**config.mk**
```make
export PLATFORM = sky130hd
export DESIGN_NAME = quad_wiper_serial_slave
export DESIGN_NICKNAME = d
export VERILOG_FILES = /design/src/hw/qws_pkg.sv /design/src/hw/cmd_fifo_if.sv /design/src/hw/cmd_fifo.sv /design/src/hw/quad_wiper_serial_slave.sv
export SDC_FILE = /design/constraint.sdc
export NUM_CORES = 2
export LEC_CHECK = 0
export BUFFER_PORTS_ARGS = -buffer_cell sky130_fd_sc_hd__buf_2
export CAP_MARGIN = 20
export CORE_AREA = 10 10 407 409
export DETAILED_ROUTE_END_ITERATION = 8
export DIE_AREA = 0 0 417 419
export PLACE_DENSITY = 0.54
export SYNTH_ARGS = -nofsm -noshare
export SYNTH_HDL_FRONTEND = slang
export SYNTH_HIERARCHICAL = 1
export SYNTH_SLANG_ARGS = --single-unit
```
**constraint.sdc**
```tcl
create_clock -name core_clk -period 6.65 [get_ports core_clk]
set_clock_uncertainty 0.05 [all_clocks]
set_input_delay 0 -clock core_clk [delete_from_list [all_inputs] [get_ports core_clk]]
set_output_delay 0 -clock core_clk [all_outputs]
set_load 0.03 [all_outputs]
```
**src/hw/qws_pkg.sv**
```systemverilog
/*
 Package for the quad wiper serial slave: sizes, byte field positions,
 opcodes, reset values, timing counts and the link state type.
 Assumes a 40 MHz core clock and a slave-only two-wire link.
*/
package qws_pkg;

    localparam int N_POTS = 4;
    localparam int N_REGS = 4;
    localparam int N_TAPS = 256;
    localparam int BYTE_W = 8;
    localparam int CMD_W  = 16;
    localparam int FIFO_DEPTH = 8;

    // Device-type nibble of the identification byte; value is arbitrary
    localparam logic [3:0] DEVICE_TYPE_ID = 4'ha;

    // Identification byte: type nibble high, strap address low
    localparam int ID_TYPE_LSB = 4;
    localparam int ID_ADDR_LSB = 0;
    // Instruction byte: opcode, register select, pot select
    localparam int INS_OP_LSB  = 4;
    localparam int INS_REG_LSB = 2;
    localparam int INS_POT_LSB = 0;
    // Queued command word: instruction byte over data byte
    localparam int CMD_INS_LSB  = 8;
    localparam int CMD_DATA_LSB = 0;

    localparam logic [3:0] OP_GLB_DR_TO_WIPER = 4'h1;
    localparam logic [3:0] OP_GLB_WIPER_TO_DR = 4'h8;
    localparam logic [3:0] OP_READ_WIPER      = 4'h9;
    localparam logic [3:0] OP_WRITE_WIPER     = 4'ha;
    localparam logic [3:0] OP_READ_DR         = 4'hb;
    localparam logic [3:0] OP_WRITE_DR        = 4'hc;
    localparam logic [3:0] OP_DR_TO_WIPER     = 4'hd;
    localparam logic [3:0] OP_WIPER_TO_DR     = 4'he;

    localparam logic [2:0] LAST_BIT     = 3'h7;
    localparam logic [6:0] PIN_SYNC_RST = 7'h7f;
    localparam logic [7:0] WIPER_RST    = 8'h00;
    localparam logic [7:0] DR_RST       = 8'h00;
    localparam logic [N_TAPS-1:0] TAP_RST = 256'h1;

    localparam int CORE_CLK_HZ       = 40_000_000;
    localparam int NV_WRITE_TIME_US  = 5000;
    localparam int NV_WRITE_MAX_US   = 10000;
    localparam int NV_WRITE_CYCLES_DFLT = NV_WRITE_TIME_US * (CORE_CLK_HZ / 1_000_000);
    localparam int NV_CNT_W          = 18;

    typedef enum logic [3:0] {
        ST_IDLE      = 4'h0,
        ST_ID        = 4'h1,
        ST_ID_ACK    = 4'h2,
        ST_INSTR     = 4'h3,
        ST_INSTR_ACK = 4'h4,
        ST_WDATA     = 4'h5,
        ST_WDATA_ACK = 4'h6,
        ST_RDATA     = 4'h7,
        ST_MACK      = 4'h8,
        ST_DONE      = 4'h9
    } link_state_t;

    function automatic logic op_known(input logic [3:0] op);
        return op inside {OP_GLB_DR_TO_WIPER, OP_GLB_WIPER_TO_DR, OP_READ_WIPER, OP_WRITE_WIPER,
                          OP_READ_DR, OP_WRITE_DR, OP_DR_TO_WIPER, OP_WIPER_TO_DR};
    endfunction

    function automatic logic op_is_read(input logic [3:0] op);
        return op inside {OP_READ_WIPER, OP_READ_DR};
    endfunction

    function automatic logic op_needs_data(input logic [3:0] op);
        return op inside {OP_WRITE_WIPER, OP_WRITE_DR};
    endfunction

    function automatic logic op_is_nv(input logic [3:0] op);
        return op inside {OP_WRITE_DR, OP_WIPER_TO_DR, OP_GLB_WIPER_TO_DR};
    endfunction

    function automatic logic op_is_global(input logic [3:0] op);
        return op inside {OP_GLB_DR_TO_WIPER, OP_GLB_WIPER_TO_DR};
    endfunction

endpackage
```
**src/hw/cmd_fifo_if.sv**
```systemverilog
/*
 Carrier between the link front end and its command queue.
 Assumes both ends run on the same core clock.
*/
`timescale 1ns/1ps
`default_nettype none
interface cmd_fifo_if #(parameter int WIDTH = 16);
    logic             in_valid;
    logic             in_ready;
    logic [WIDTH-1:0] in_data;
    logic             out_valid;
    logic             out_ready;
    logic [WIDTH-1:0] out_data;

    modport store  (input in_valid, in_data, out_ready, output in_ready, out_valid, out_data);
    modport client (output in_valid, in_data, out_ready, input in_ready, out_valid, out_data);
endinterface // cmd_fifo_if
`default_nettype wire

```
**src/hw/cmd_fifo.sv**
```systemverilog
/*
 Command queue: valid/ready FIFO of WIDTH bits by DEPTH entries.
 Assumes DEPTH is a power of two; one clock, asynchronous active-low reset.
*/
`timescale 1ns/1ps
`default_nettype none
module cmd_fifo #(
    parameter int WIDTH = 16,
    parameter int DEPTH = 8
)
(
    // Clock and reset
    input  wire logic core_clk,
    input  wire logic rst_b,
    // Queue ports
    cmd_fifo_if.store q
);

    localparam int AW = $clog2(DEPTH);

    logic [WIDTH-1:0] mem_q [DEPTH];
    logic [AW-1:0]    wr_ptr_q;
    logic [AW-1:0]    rd_ptr_q;
    logic [AW:0]      count_q;
    logic             push;
    logic             pop;

    assign push        = q.in_valid && q.in_ready;
    assign pop         = q.out_valid && q.out_ready;
    assign q.in_ready  = (count_q != (AW+1)'(DEPTH));
    assign q.out_valid = (count_q != '0);
    assign q.out_data  = mem_q[rd_ptr_q];

    // Storage has no reset; contents are only read behind out_valid
    always_ff @(posedge core_clk)
    begin
        if (push)
            mem_q[wr_ptr_q] <= q.in_data;
    end

    // Pointers wrap naturally because depth is a power of two
    always_ff @(posedge core_clk or negedge rst_b)
    begin
        if (!rst_b)
        begin
            wr_ptr_q <= '0;
            rd_ptr_q <= '0;
            count_q  <= '0;
        end
        else
        begin
            if (push)
                wr_ptr_q <= wr_ptr_q + 1'b1;
            if (pop)
                rd_ptr_q <= rd_ptr_q + 1'b1;
            case ({push, pop})
                2'b10:   count_q <= count_q + 1'b1;
                2'b01:   count_q <= count_q - 1'b1;
                default: count_q <= count_q;
            endcase
        end
    end

endmodule // cmd_fifo
`default_nettype wire

```
**src/hw/quad_wiper_serial_slave.sv**
```systemverilog
/*
 Two-wire slave front end of a quad digital potentiometer: start/stop
 detection, identification check, instruction decode, one-byte reads and
 writes, queued command execution, nonvolatile write timing and one-hot
 tap selection for four wipers.
 Assumes the link pins are asynchronous to core_clk and that the open-drain
 data wire is resolved outside from sda_oe (low driven while sda_oe is high).
*/
`timescale 1ns/1ps
`default_nettype none
// Notes on behaviour
// - Write-protect low refuses every nonvolatile register write
// - Each 8-bit wiper selects one of 256 taps
// - Tap selects of one pot are always one-hot
// - Data changes only while clock is low
// - Commands open with start: data falls, clock high
// - Ignore all traffic until a start is seen
// - Ninth clock: receiver pulls data low to acknowledge
// - Acknowledge matching identification byte, then instruction byte
// - Acknowledge a data byte following the instruction
// - Nonvolatile write cycle starts at the closing stop
// - No address acknowledge while nonvolatile write busy
// - First byte high nibble is the device type
// - Low nibble must equal the address strap pins
// - Only the addressed device executes the instruction
// - Instruction: opcode, register select, pot select fields
// - Sample on clock rise, shift out after fall
// - Straps give the low four address bits
// - Nonvolatile register change completes within 10 ms
module quad_wiper_serial_slave
    import qws_pkg::*;
#(
    parameter int NV_WRITE_CYCLES = NV_WRITE_CYCLES_DFLT
)
(
    // Clock and reset
    input  wire logic                              core_clk,
    input  wire logic                              rst_b,
    // Two-wire link
    input  wire logic                              scl_in,
    input  wire logic                              sda_in,
    output logic                                   sda_out,
    output logic                                   sda_oe,
    // Straps and protection
    input  wire logic [3:0]                        address_strap_pins,
    input  wire logic                              write_protect_b,
    // Potentiometer side
    output logic [N_POTS-1:0][N_TAPS-1:0]          tap_sel,
    output logic [N_POTS-1:0][BYTE_W-1:0]          wiper_pos,
    output logic                                   nv_busy
);

    ////////////////////////////////////////////////////////////////////////////////
    // Declarations

    logic [6:0]        pin_meta_q;
    logic [6:0]        pin_sync_q;
    logic              scl_s;
    logic              sda_s;
    logic              wp_s;
    logic [3:0]        strap_s;
    logic              scl_prev_q;
    logic              sda_prev_q;
    logic              scl_rise;
    logic              scl_fall;
    logic              start_seen;
    logic              stop_seen;

    link_state_t       state_q;
    link_state_t       next_after_byte;
    link_state_t       next_after_ack;
    logic [2:0]        bit_cnt_q;
    logic [7:0]        shift_q;
    logic [7:0]        rx_byte;
    logic [7:0]        tx_q;
    logic              ack_phase_q;
    logic              sda_oe_q;

    logic [7:0]        instr_q;
    logic [7:0]        data_q;
    logic              cmd_ready_q;
    logic              cmd_done;
    logic [3:0]        ins_op;
    logic [1:0]        ins_reg;
    logic [1:0]        ins_pot;
    logic              id_match;
    logic              accept_id;
    logic [7:0]        rd_val;

    logic [7:0]        x_ins;
    logic [7:0]        x_data;
    logic [3:0]        x_op;
    logic [1:0]        x_reg;
    logic [1:0]        x_pot;
    logic              exec_go;
    logic              nv_start;
    logic [NV_CNT_W-1:0] nv_cnt_q;
    logic              nv_busy_q;

    logic [7:0]        wiper_q [N_POTS];
    logic [7:0]        dr_q    [N_POTS][N_REGS];
    logic [N_TAPS-1:0] tap_q   [N_POTS];

    cmd_fifo_if #(.WIDTH(CMD_W)) cmd_q ();

    ////////////////////////////////////////////////////////////////////////////////
    // Pin synchronisers; only the second stage is looked at

    always_ff @(posedge core_clk or negedge rst_b)
    begin
        if (!rst_b)
        begin
            pin_meta_q <= PIN_SYNC_RST;
            pin_sync_q <= PIN_SYNC_RST;
        end
        else
        begin
            pin_meta_q <= {scl_in, sda_in, write_protect_b, address_strap_pins};
            pin_sync_q <= pin_meta_q;
        end
    end

    assign scl_s   = pin_sync_q[6];
    assign sda_s   = pin_sync_q[5];
    assign wp_s    = pin_sync_q[4];
    assign strap_s = pin_sync_q[3:0];

    // Previous sample, for edges and start/stop
    always_ff @(posedge core_clk or negedge rst_b)
    begin
        if (!rst_b)
        begin
            scl_prev_q <= 1'b1;
            sda_prev_q <= 1'b1;
        end
        else
        begin
            scl_prev_q <= scl_s;
            sda_prev_q <= sda_s;
        end
    end

    // Both lines pass the same synchroniser, so their relative order holds
    assign scl_rise   = scl_s && !scl_prev_q;
    assign scl_fall   = !scl_s && scl_prev_q;
    assign start_seen = scl_s && scl_prev_q && sda_prev_q && !sda_s;
    assign stop_seen  = scl_s && scl_prev_q && !sda_prev_q && sda_s;

    ////////////////////////////////////////////////////////////////////////////////
    // Byte decode

    assign rx_byte  = {shift_q[6:0], sda_s};
    assign id_match = (rx_byte[ID_TYPE_LSB +: 4] == DEVICE_TYPE_ID) &&
                      (rx_byte[ID_ADDR_LSB +: 4] == strap_s);
    // A full queue refuses the address just like a busy write does
    assign accept_id = id_match && !nv_busy_q && cmd_q.in_ready;

    assign ins_op  = instr_q[INS_OP_LSB  +: 4];
    assign ins_reg = instr_q[INS_REG_LSB +: 2];
    assign ins_pot = instr_q[INS_POT_LSB +: 2];

    assign rd_val = (ins_op == OP_READ_WIPER) ? wiper_q[ins_pot] : dr_q[ins_pot][ins_reg];

    always_comb
    begin
        case (state_q)
            ST_ID:    next_after_byte = accept_id ? ST_ID_ACK : ST_IDLE;
            ST_INSTR: next_after_byte = op_known(rx_byte[INS_OP_LSB +: 4]) ? ST_INSTR_ACK : ST_DONE;
            ST_WDATA: next_after_byte = ST_WDATA_ACK;
            default:  next_after_byte = ST_IDLE;
        endcase
    end

    always_comb
    begin
        case (state_q)
            ST_ID_ACK:    next_after_ack = ST_INSTR;
            ST_INSTR_ACK:
            begin
                if (op_is_read(ins_op))
                    next_after_ack = ST_RDATA;
                else if (op_needs_data(ins_op))
                    next_after_ack = ST_WDATA;
                else
                    next_after_ack = ST_DONE;
            end
            default:      next_after_ack = ST_DONE;
        endcase
    end

    ////////////////////////////////////////////////////////////////////////////////
    // Link state machine; data line only moves on a clock fall

    always_ff @(posedge core_clk or negedge rst_b)
    begin
        if (!rst_b)
        begin
            state_q     <= ST_IDLE;
            bit_cnt_q   <= '0;
            shift_q     <= '0;
            tx_q        <= '0;
            ack_phase_q <= 1'b0;
            sda_oe_q    <= 1'b0;
        end
        else if (start_seen || stop_seen)
        begin
            state_q     <= start_seen ? ST_ID : ST_IDLE;
            bit_cnt_q   <= '0;
            ack_phase_q <= 1'b0;
            sda_oe_q    <= 1'b0;
        end
        else
        begin
            case (state_q)
                ST_ID, ST_INSTR, ST_WDATA:
                begin
                    if (scl_rise)
                    begin
                        shift_q   <= rx_byte;
                        bit_cnt_q <= bit_cnt_q + 3'h1;
                        if (bit_cnt_q == LAST_BIT)
                            state_q <= next_after_byte;
                    end
                end
                ST_ID_ACK, ST_INSTR_ACK, ST_WDATA_ACK:
                begin
                    if (scl_fall && !ack_phase_q)
                    begin
                        sda_oe_q    <= 1'b1;
                        ack_phase_q <= 1'b1;
                    end
                    else if (scl_fall)
                    begin
                        ack_phase_q <= 1'b0;
                        state_q     <= next_after_ack;
                        tx_q        <= rd_val;
                        sda_oe_q    <= (next_after_ack == ST_RDATA) && !rd_val[7];
                    end
                end
                ST_RDATA:
                begin
                    if (scl_rise)
                    begin
                        bit_cnt_q <= bit_cnt_q + 3'h1;
                        if (bit_cnt_q == LAST_BIT)
                            state_q <= ST_MACK;
                    end
                    else if (scl_fall)
                    begin
                        tx_q     <= {tx_q[6:0], 1'b0};
                        sda_oe_q <= !tx_q[6];
                    end
                end
                ST_MACK:
                begin
                    // Release for the master's answer; one byte per read
                    if (scl_fall)
                    begin
                        sda_oe_q    <= 1'b0;
                        ack_phase_q <= !ack_phase_q;
                        if (ack_phase_q)
                            state_q <= ST_DONE;
                    end
                end
                default:
                begin
                    sda_oe_q <= 1'b0;
                end
            endcase
        end
    end

    assign sda_out = 1'b0;
    assign sda_oe  = sda_oe_q;

    ////////////////////////////////////////////////////////////////////////////////
    // Command capture; executes only after the closing stop

    assign cmd_done = scl_fall && ack_phase_q &&
                      ((state_q == ST_WDATA_ACK) ||
                       ((state_q == ST_INSTR_ACK) && !op_is_read(ins_op) &&
                        !op_needs_data(ins_op)));

    always_ff @(posedge core_clk or negedge rst_b)
    begin
        if (!rst_b)
        begin
            instr_q <= '0;
            data_q  <= '0;
        end
        else if (scl_rise && (bit_cnt_q == LAST_BIT) && !start_seen && !stop_seen)
        begin
            if (state_q == ST_INSTR)
                instr_q <= rx_byte;
            if (state_q == ST_WDATA)
                data_q <= rx_byte;
        end
    end

    always_ff @(posedge core_clk or negedge rst_b)
    begin
        if (!rst_b)
            cmd_ready_q <= 1'b0;
        else if (start_seen || stop_seen)
            cmd_ready_q <= 1'b0;
        else if (cmd_done)
            cmd_ready_q <= 1'b1;
    end

    // Room was checked when the address was acknowledged
    assign cmd_q.in_valid = stop_seen && cmd_ready_q;
    assign cmd_q.in_data  = {instr_q, data_q};

    cmd_fifo #(
        .WIDTH (CMD_W),
        .DEPTH (FIFO_DEPTH)
    ) u_cmd_fifo (
        .core_clk (core_clk),
        .rst_b    (rst_b),
        .q        (cmd_q.store)
    );

    ////////////////////////////////////////////////////////////////////////////////
    // Executor; the queue stalls while a nonvolatile write runs

    assign x_ins  = cmd_q.out_data[CMD_INS_LSB  +: 8];
    assign x_data = cmd_q.out_data[CMD_DATA_LSB +: 8];
    assign x_op   = x_ins[INS_OP_LSB  +: 4];
    assign x_reg  = x_ins[INS_REG_LSB +: 2];
    assign x_pot  = x_ins[INS_POT_LSB +: 2];

    assign cmd_q.out_ready = !nv_busy_q;
    assign exec_go         = cmd_q.out_valid && !nv_busy_q;
    // Protected writes are dropped silently, with no busy period
    assign nv_start        = exec_go && op_is_nv(x_op) && wp_s;

    // Busy for exactly NV_WRITE_CYCLES core clocks, inside the 10 ms limit
    always_ff @(posedge core_clk or negedge rst_b)
    begin
        if (!rst_b)
        begin
            nv_cnt_q  <= '0;
            nv_busy_q <= 1'b0;
        end
        else if (nv_start)
        begin
            nv_cnt_q  <= NV_CNT_W'(NV_WRITE_CYCLES - 1);
            nv_busy_q <= 1'b1;
        end
        else if (nv_cnt_q != '0)
        begin
            nv_cnt_q <= nv_cnt_q - 1'b1;
        end
        else
        begin
            nv_busy_q <= 1'b0;
        end
    end

    assign nv_busy = nv_busy_q;

    ////////////////////////////////////////////////////////////////////////////////
    // Per-pot registers and tap decode

    for (genvar p = 0; p < N_POTS; p++)
    begin : g_pot
        logic hit;

        assign hit = op_is_global(x_op) || (x_pot == 2'(p));

        always_ff @(posedge core_clk or negedge rst_b)
        begin
            if (!rst_b)
                wiper_q[p] <= WIPER_RST;
            else if (exec_go && hit)
            begin
                case (x_op)
                    OP_WRITE_WIPER:                     wiper_q[p] <= x_data;
                    OP_DR_TO_WIPER, OP_GLB_DR_TO_WIPER: wiper_q[p] <= dr_q[p][x_reg];
                    default:                            wiper_q[p] <= wiper_q[p];
                endcase
            end
        end

        always_ff @(posedge core_clk or negedge rst_b)
        begin
            if (!rst_b)
                dr_q[p] <= '{default: DR_RST};
            else if (nv_start && hit)
                dr_q[p][x_reg] <= (x_op == OP_WRITE_DR) ? x_data : wiper_q[p];
        end

        // A shifted single one can never light two taps
        always_ff @(posedge core_clk or negedge rst_b)
        begin
            if (!rst_b)
                tap_q[p] <= TAP_RST;
            else
                tap_q[p] <= N_TAPS'(1) << wiper_q[p];
        end

        assign tap_sel[p]   = tap_q[p];
        assign wiper_pos[p] = wiper_q[p];
    end

endmodule // quad_wiper_serial_slave
`default_nettype wire

```
==> results.toml <==
[cts]
root_buffer = "clkbuf_16"
cts_buffers = 149
cts_tree = "built"
clk_path_buf_depth = 3
htree_levels = 4
clk_latency_ns = 0.78
cts_resized = 0
path_clk_slew_ns = 0.06
cts.sinks = 1397

[synthesis]
yosysUniqueCellTypes = 78
ys_ff_latch = 1397
synth_common_cells = "dfrtp_1 (1249), nor2_1 (1115), nand2_1 (219)"
ys_warn_count = 6
postSynthCellCount = 3761
yosysMostFrequentCell = "dfrtp_1"
async_reset_ff_frac = 0.908
yosys-top-cells-area = "dfrtp_1 (64%), nor2_1 (8.6%), edfxtp_1 (7.9%), mux4_2 (3.5%), mux2_2 (1.8%)"
synth_top_area_share = 0.640
synth_area_um2 = 48800
synth_top_area_cell = "dfrtp_1"
synth_area_per_cell_um2 = 13.0
synth_edf_count = 128
synth_seq_area_share = 0.730
synth_flop_cell = "dfrtp_1"
synth_nets = 3779

[sta]
slew_violations = 0
rsz0062_at_grt = "false"
max_slew.worst_pin.slew_ns = 1.13
slew_headroom = 0.244
max_freq_mhz = 250
final.setup.tns_ns = 0
fin_ws_ns = 2.65
hold_viol = 0
finalSetupViolations = 0
whs_ns = 0.302
period_share = 0.602
finalCriticalPeriod_ns = 4.00

[finish]
layout-drive-gt1-share = 0.316
multiInputGateArea_um2 = 12100
area_growth_pct = 26.4
nets = 4838
fin_util = 0.392
fill_cells = 15105
area.sequential_um2 = 35600

[setup_path]
critPathLaunchType = "register"
r2r_start = "u_cmd_fifo/rd_ptr_q[1]"
critPathMaxFanout = 20
worstSetupPathType = "reg -> reg"
worstPathRequired_ns = 7.26
worstPathArrival_ns = 4.61
cp-end-kind = "register"
reg2reg_slack_ns = 2.65
reg2reg_depth = 8
r2r-end = "wiper_pos[26]"

[die]
die_area_um2 = 175000
die_w_um = 417
initial_utilization = 0.310
die_h_um = 419
num_rows = 146
core_area_um2 = 157000
ioPinCount = 1068

[hold_path]
worstHoldPathCells = 0
hold_class = "reg -> reg"
hp-start = "pin_meta_q[4]"
hold_end = "pin_sync_q[4]"

[route]
drtPass1Iterations = 6
vias = 33526
wl_per_cell_um = 25.8
routed_via_density = 4.78
initialDrtViolationCount = 2819
drc = 0
drtAntennaViolNets = 0
wirelength_mm = 181

[global_route]
grt_max_degree = 147
grt_overflow = 0
grt_pass1_vias = 34060
antenna_found_initial = 2
grt_usage = 0.200
grt_pass1_wl_mm = 257

[power_and_ir_drop]
power_density_nw_per_um2 = 283
power_uw = 17500
vdd_ir_drop_max_uv = 235
p_leak_uw = 0.0310

[placement]
pre_cts_ws_ns = 2.66
dpl.hpwl_mm = 131
io_buffers = 1066
routabilityCongestion = 0.846

[flow_run]
maxCapViolCount = 0

[outcome]
status = "finished, final reports clean"
[final cells by class]
| cell class | instances | area share |
|---|---|---|
| flip-flops and latches | 1397 | 0.577 |
| multi-input cells | 2076 | 0.195 |
| repair buffers | 1132 | 0.0985 |
| clock buffers | 208 | 0.0684 |
| well taps | 2072 | 0.0420 |
| clock inverters | 61 | 0.0142 |
| inverters | 64 | 0.00389 |
| diodes | 3 | 0.000122 |
[state kept, by name, summed over array words and instances, names as in the netlist, 8 cells and up]
signal,count
data_q,8
u_cmd_fifo/mem_q,128
nv_cnt_q,18
wiper_pos,32
instr_q,8
tap_sel,1024
dr_q,128
[layout by cell type, fill, tap and decap left out, types with 14 or more instances in the layout]
cell type,n
a21oi_1,71
dfstp_2,20
nand2_1,219
a21boi_0,32
inv_1,64
nand2b_1,18
nor4_1,14
clkbuf_1,32
buf_2,1065
nor2b_1,43
o21ai_0,110
clkbuf_16,149
mux4_1,25
edfxtp_1,128
xnor2_1,17
nor3_1,30
mux4_2,76
buf_4,34
dlygate4sd3_1,16
nand3_1,50
nor2_1,1110
clkinv_2,21
mux2_2,78
mux2i_1,27
dfrtp_1,1248
clkbuf_8,27
[worst max path at each step]
| stage | cells after the start | end | slack (ns) | start |
|---|---|---|---|---|
| final | 8 | wiper_pos[26] | 2.65 | u_cmd_fifo/rd_ptr_q[1] |
| after global routing | 7 | dr_q[35] | 2.42 | u_cmd_fifo/rd_ptr_q[1] |
| after CTS | 8 | wiper_pos[24] | 2.65 | u_cmd_fifo/rd_ptr_q[1] |
| after detailed placement | 8 | wiper_pos[28] | 2.66 | u_cmd_fifo/rd_ptr_q[1] |
| after global placement | 8 | dr_q[118] | 2.23 | u_cmd_fifo/rd_ptr_q[0] |
| after floorplan | 9 | u_cmd_fifo/count_q[3] | 3.62 | pin_sync_q[5] |
[what timing repair did]
| item | 4_1_cts | 5_1_grt |
|---|---|---|
| endpoints found under the hold margin | 521 | 0 |
| buffers inserted | 0 | 0 |
| hold buffers | 17 | 0 |
[through the flow]
stage | instance area, µm² | instances
after detailed placement | 56300 | 6719
after global routing | 61700 | 7011
after global placement | 56300 | 6715
after CTS | 61600 | 7005
final | 61700 | 7013
after floorplan | 48800 | 3761
[power by group]
part	internal, µW	switching, µW
logic	70.9	197
clock network	4870	3650
registers	8630	44.5
[critical path, cell delays in order (launching register included)]
cell and delay, ns:
dfrtp_1 0.79, buf_4 0.41, mux4_2 0.36, mux2_2 0.33
xnor2_1 0.14, nand3b_1 0.45, a21bo_1 0.44, a21oi_2 0.53
mux2_2 0.41
[kinds of logic (layout without fill, tap and decap cells)]
family / count (synthesis) / count (layout) / share of synthesized area
mux: 207 / 207 / 0.0723
simple gates: 1567 / 1567 / 0.134
xor+xnor: 25 / 25 / 0.00448
flops: 1397 / 1397 / 0.730
buf+inv: 288 / 1465 / 0.0242
other cells: 1 / 4 / 0.0000768
fa+ha+maj: 9 / 9 / 0.00246
compound gates: 267 / 267 / 0.0330
[routing by layer]
| layer | up-vias | part of all wire | GRT usage |
|---|---|---|---|
| li1 | 14457 | - | - |
| met1 | 17406 | 0.39 | 0.245 |
| met2 | 1344 | 0.50 | 0.335 |
| met3 | 319 | 0.070 | 0.0536 |
| met4 | 0 | 0.042 | 0.0806 |
| met5 | - | 0 | 0 |
Power figures use the tool's default switching activity.
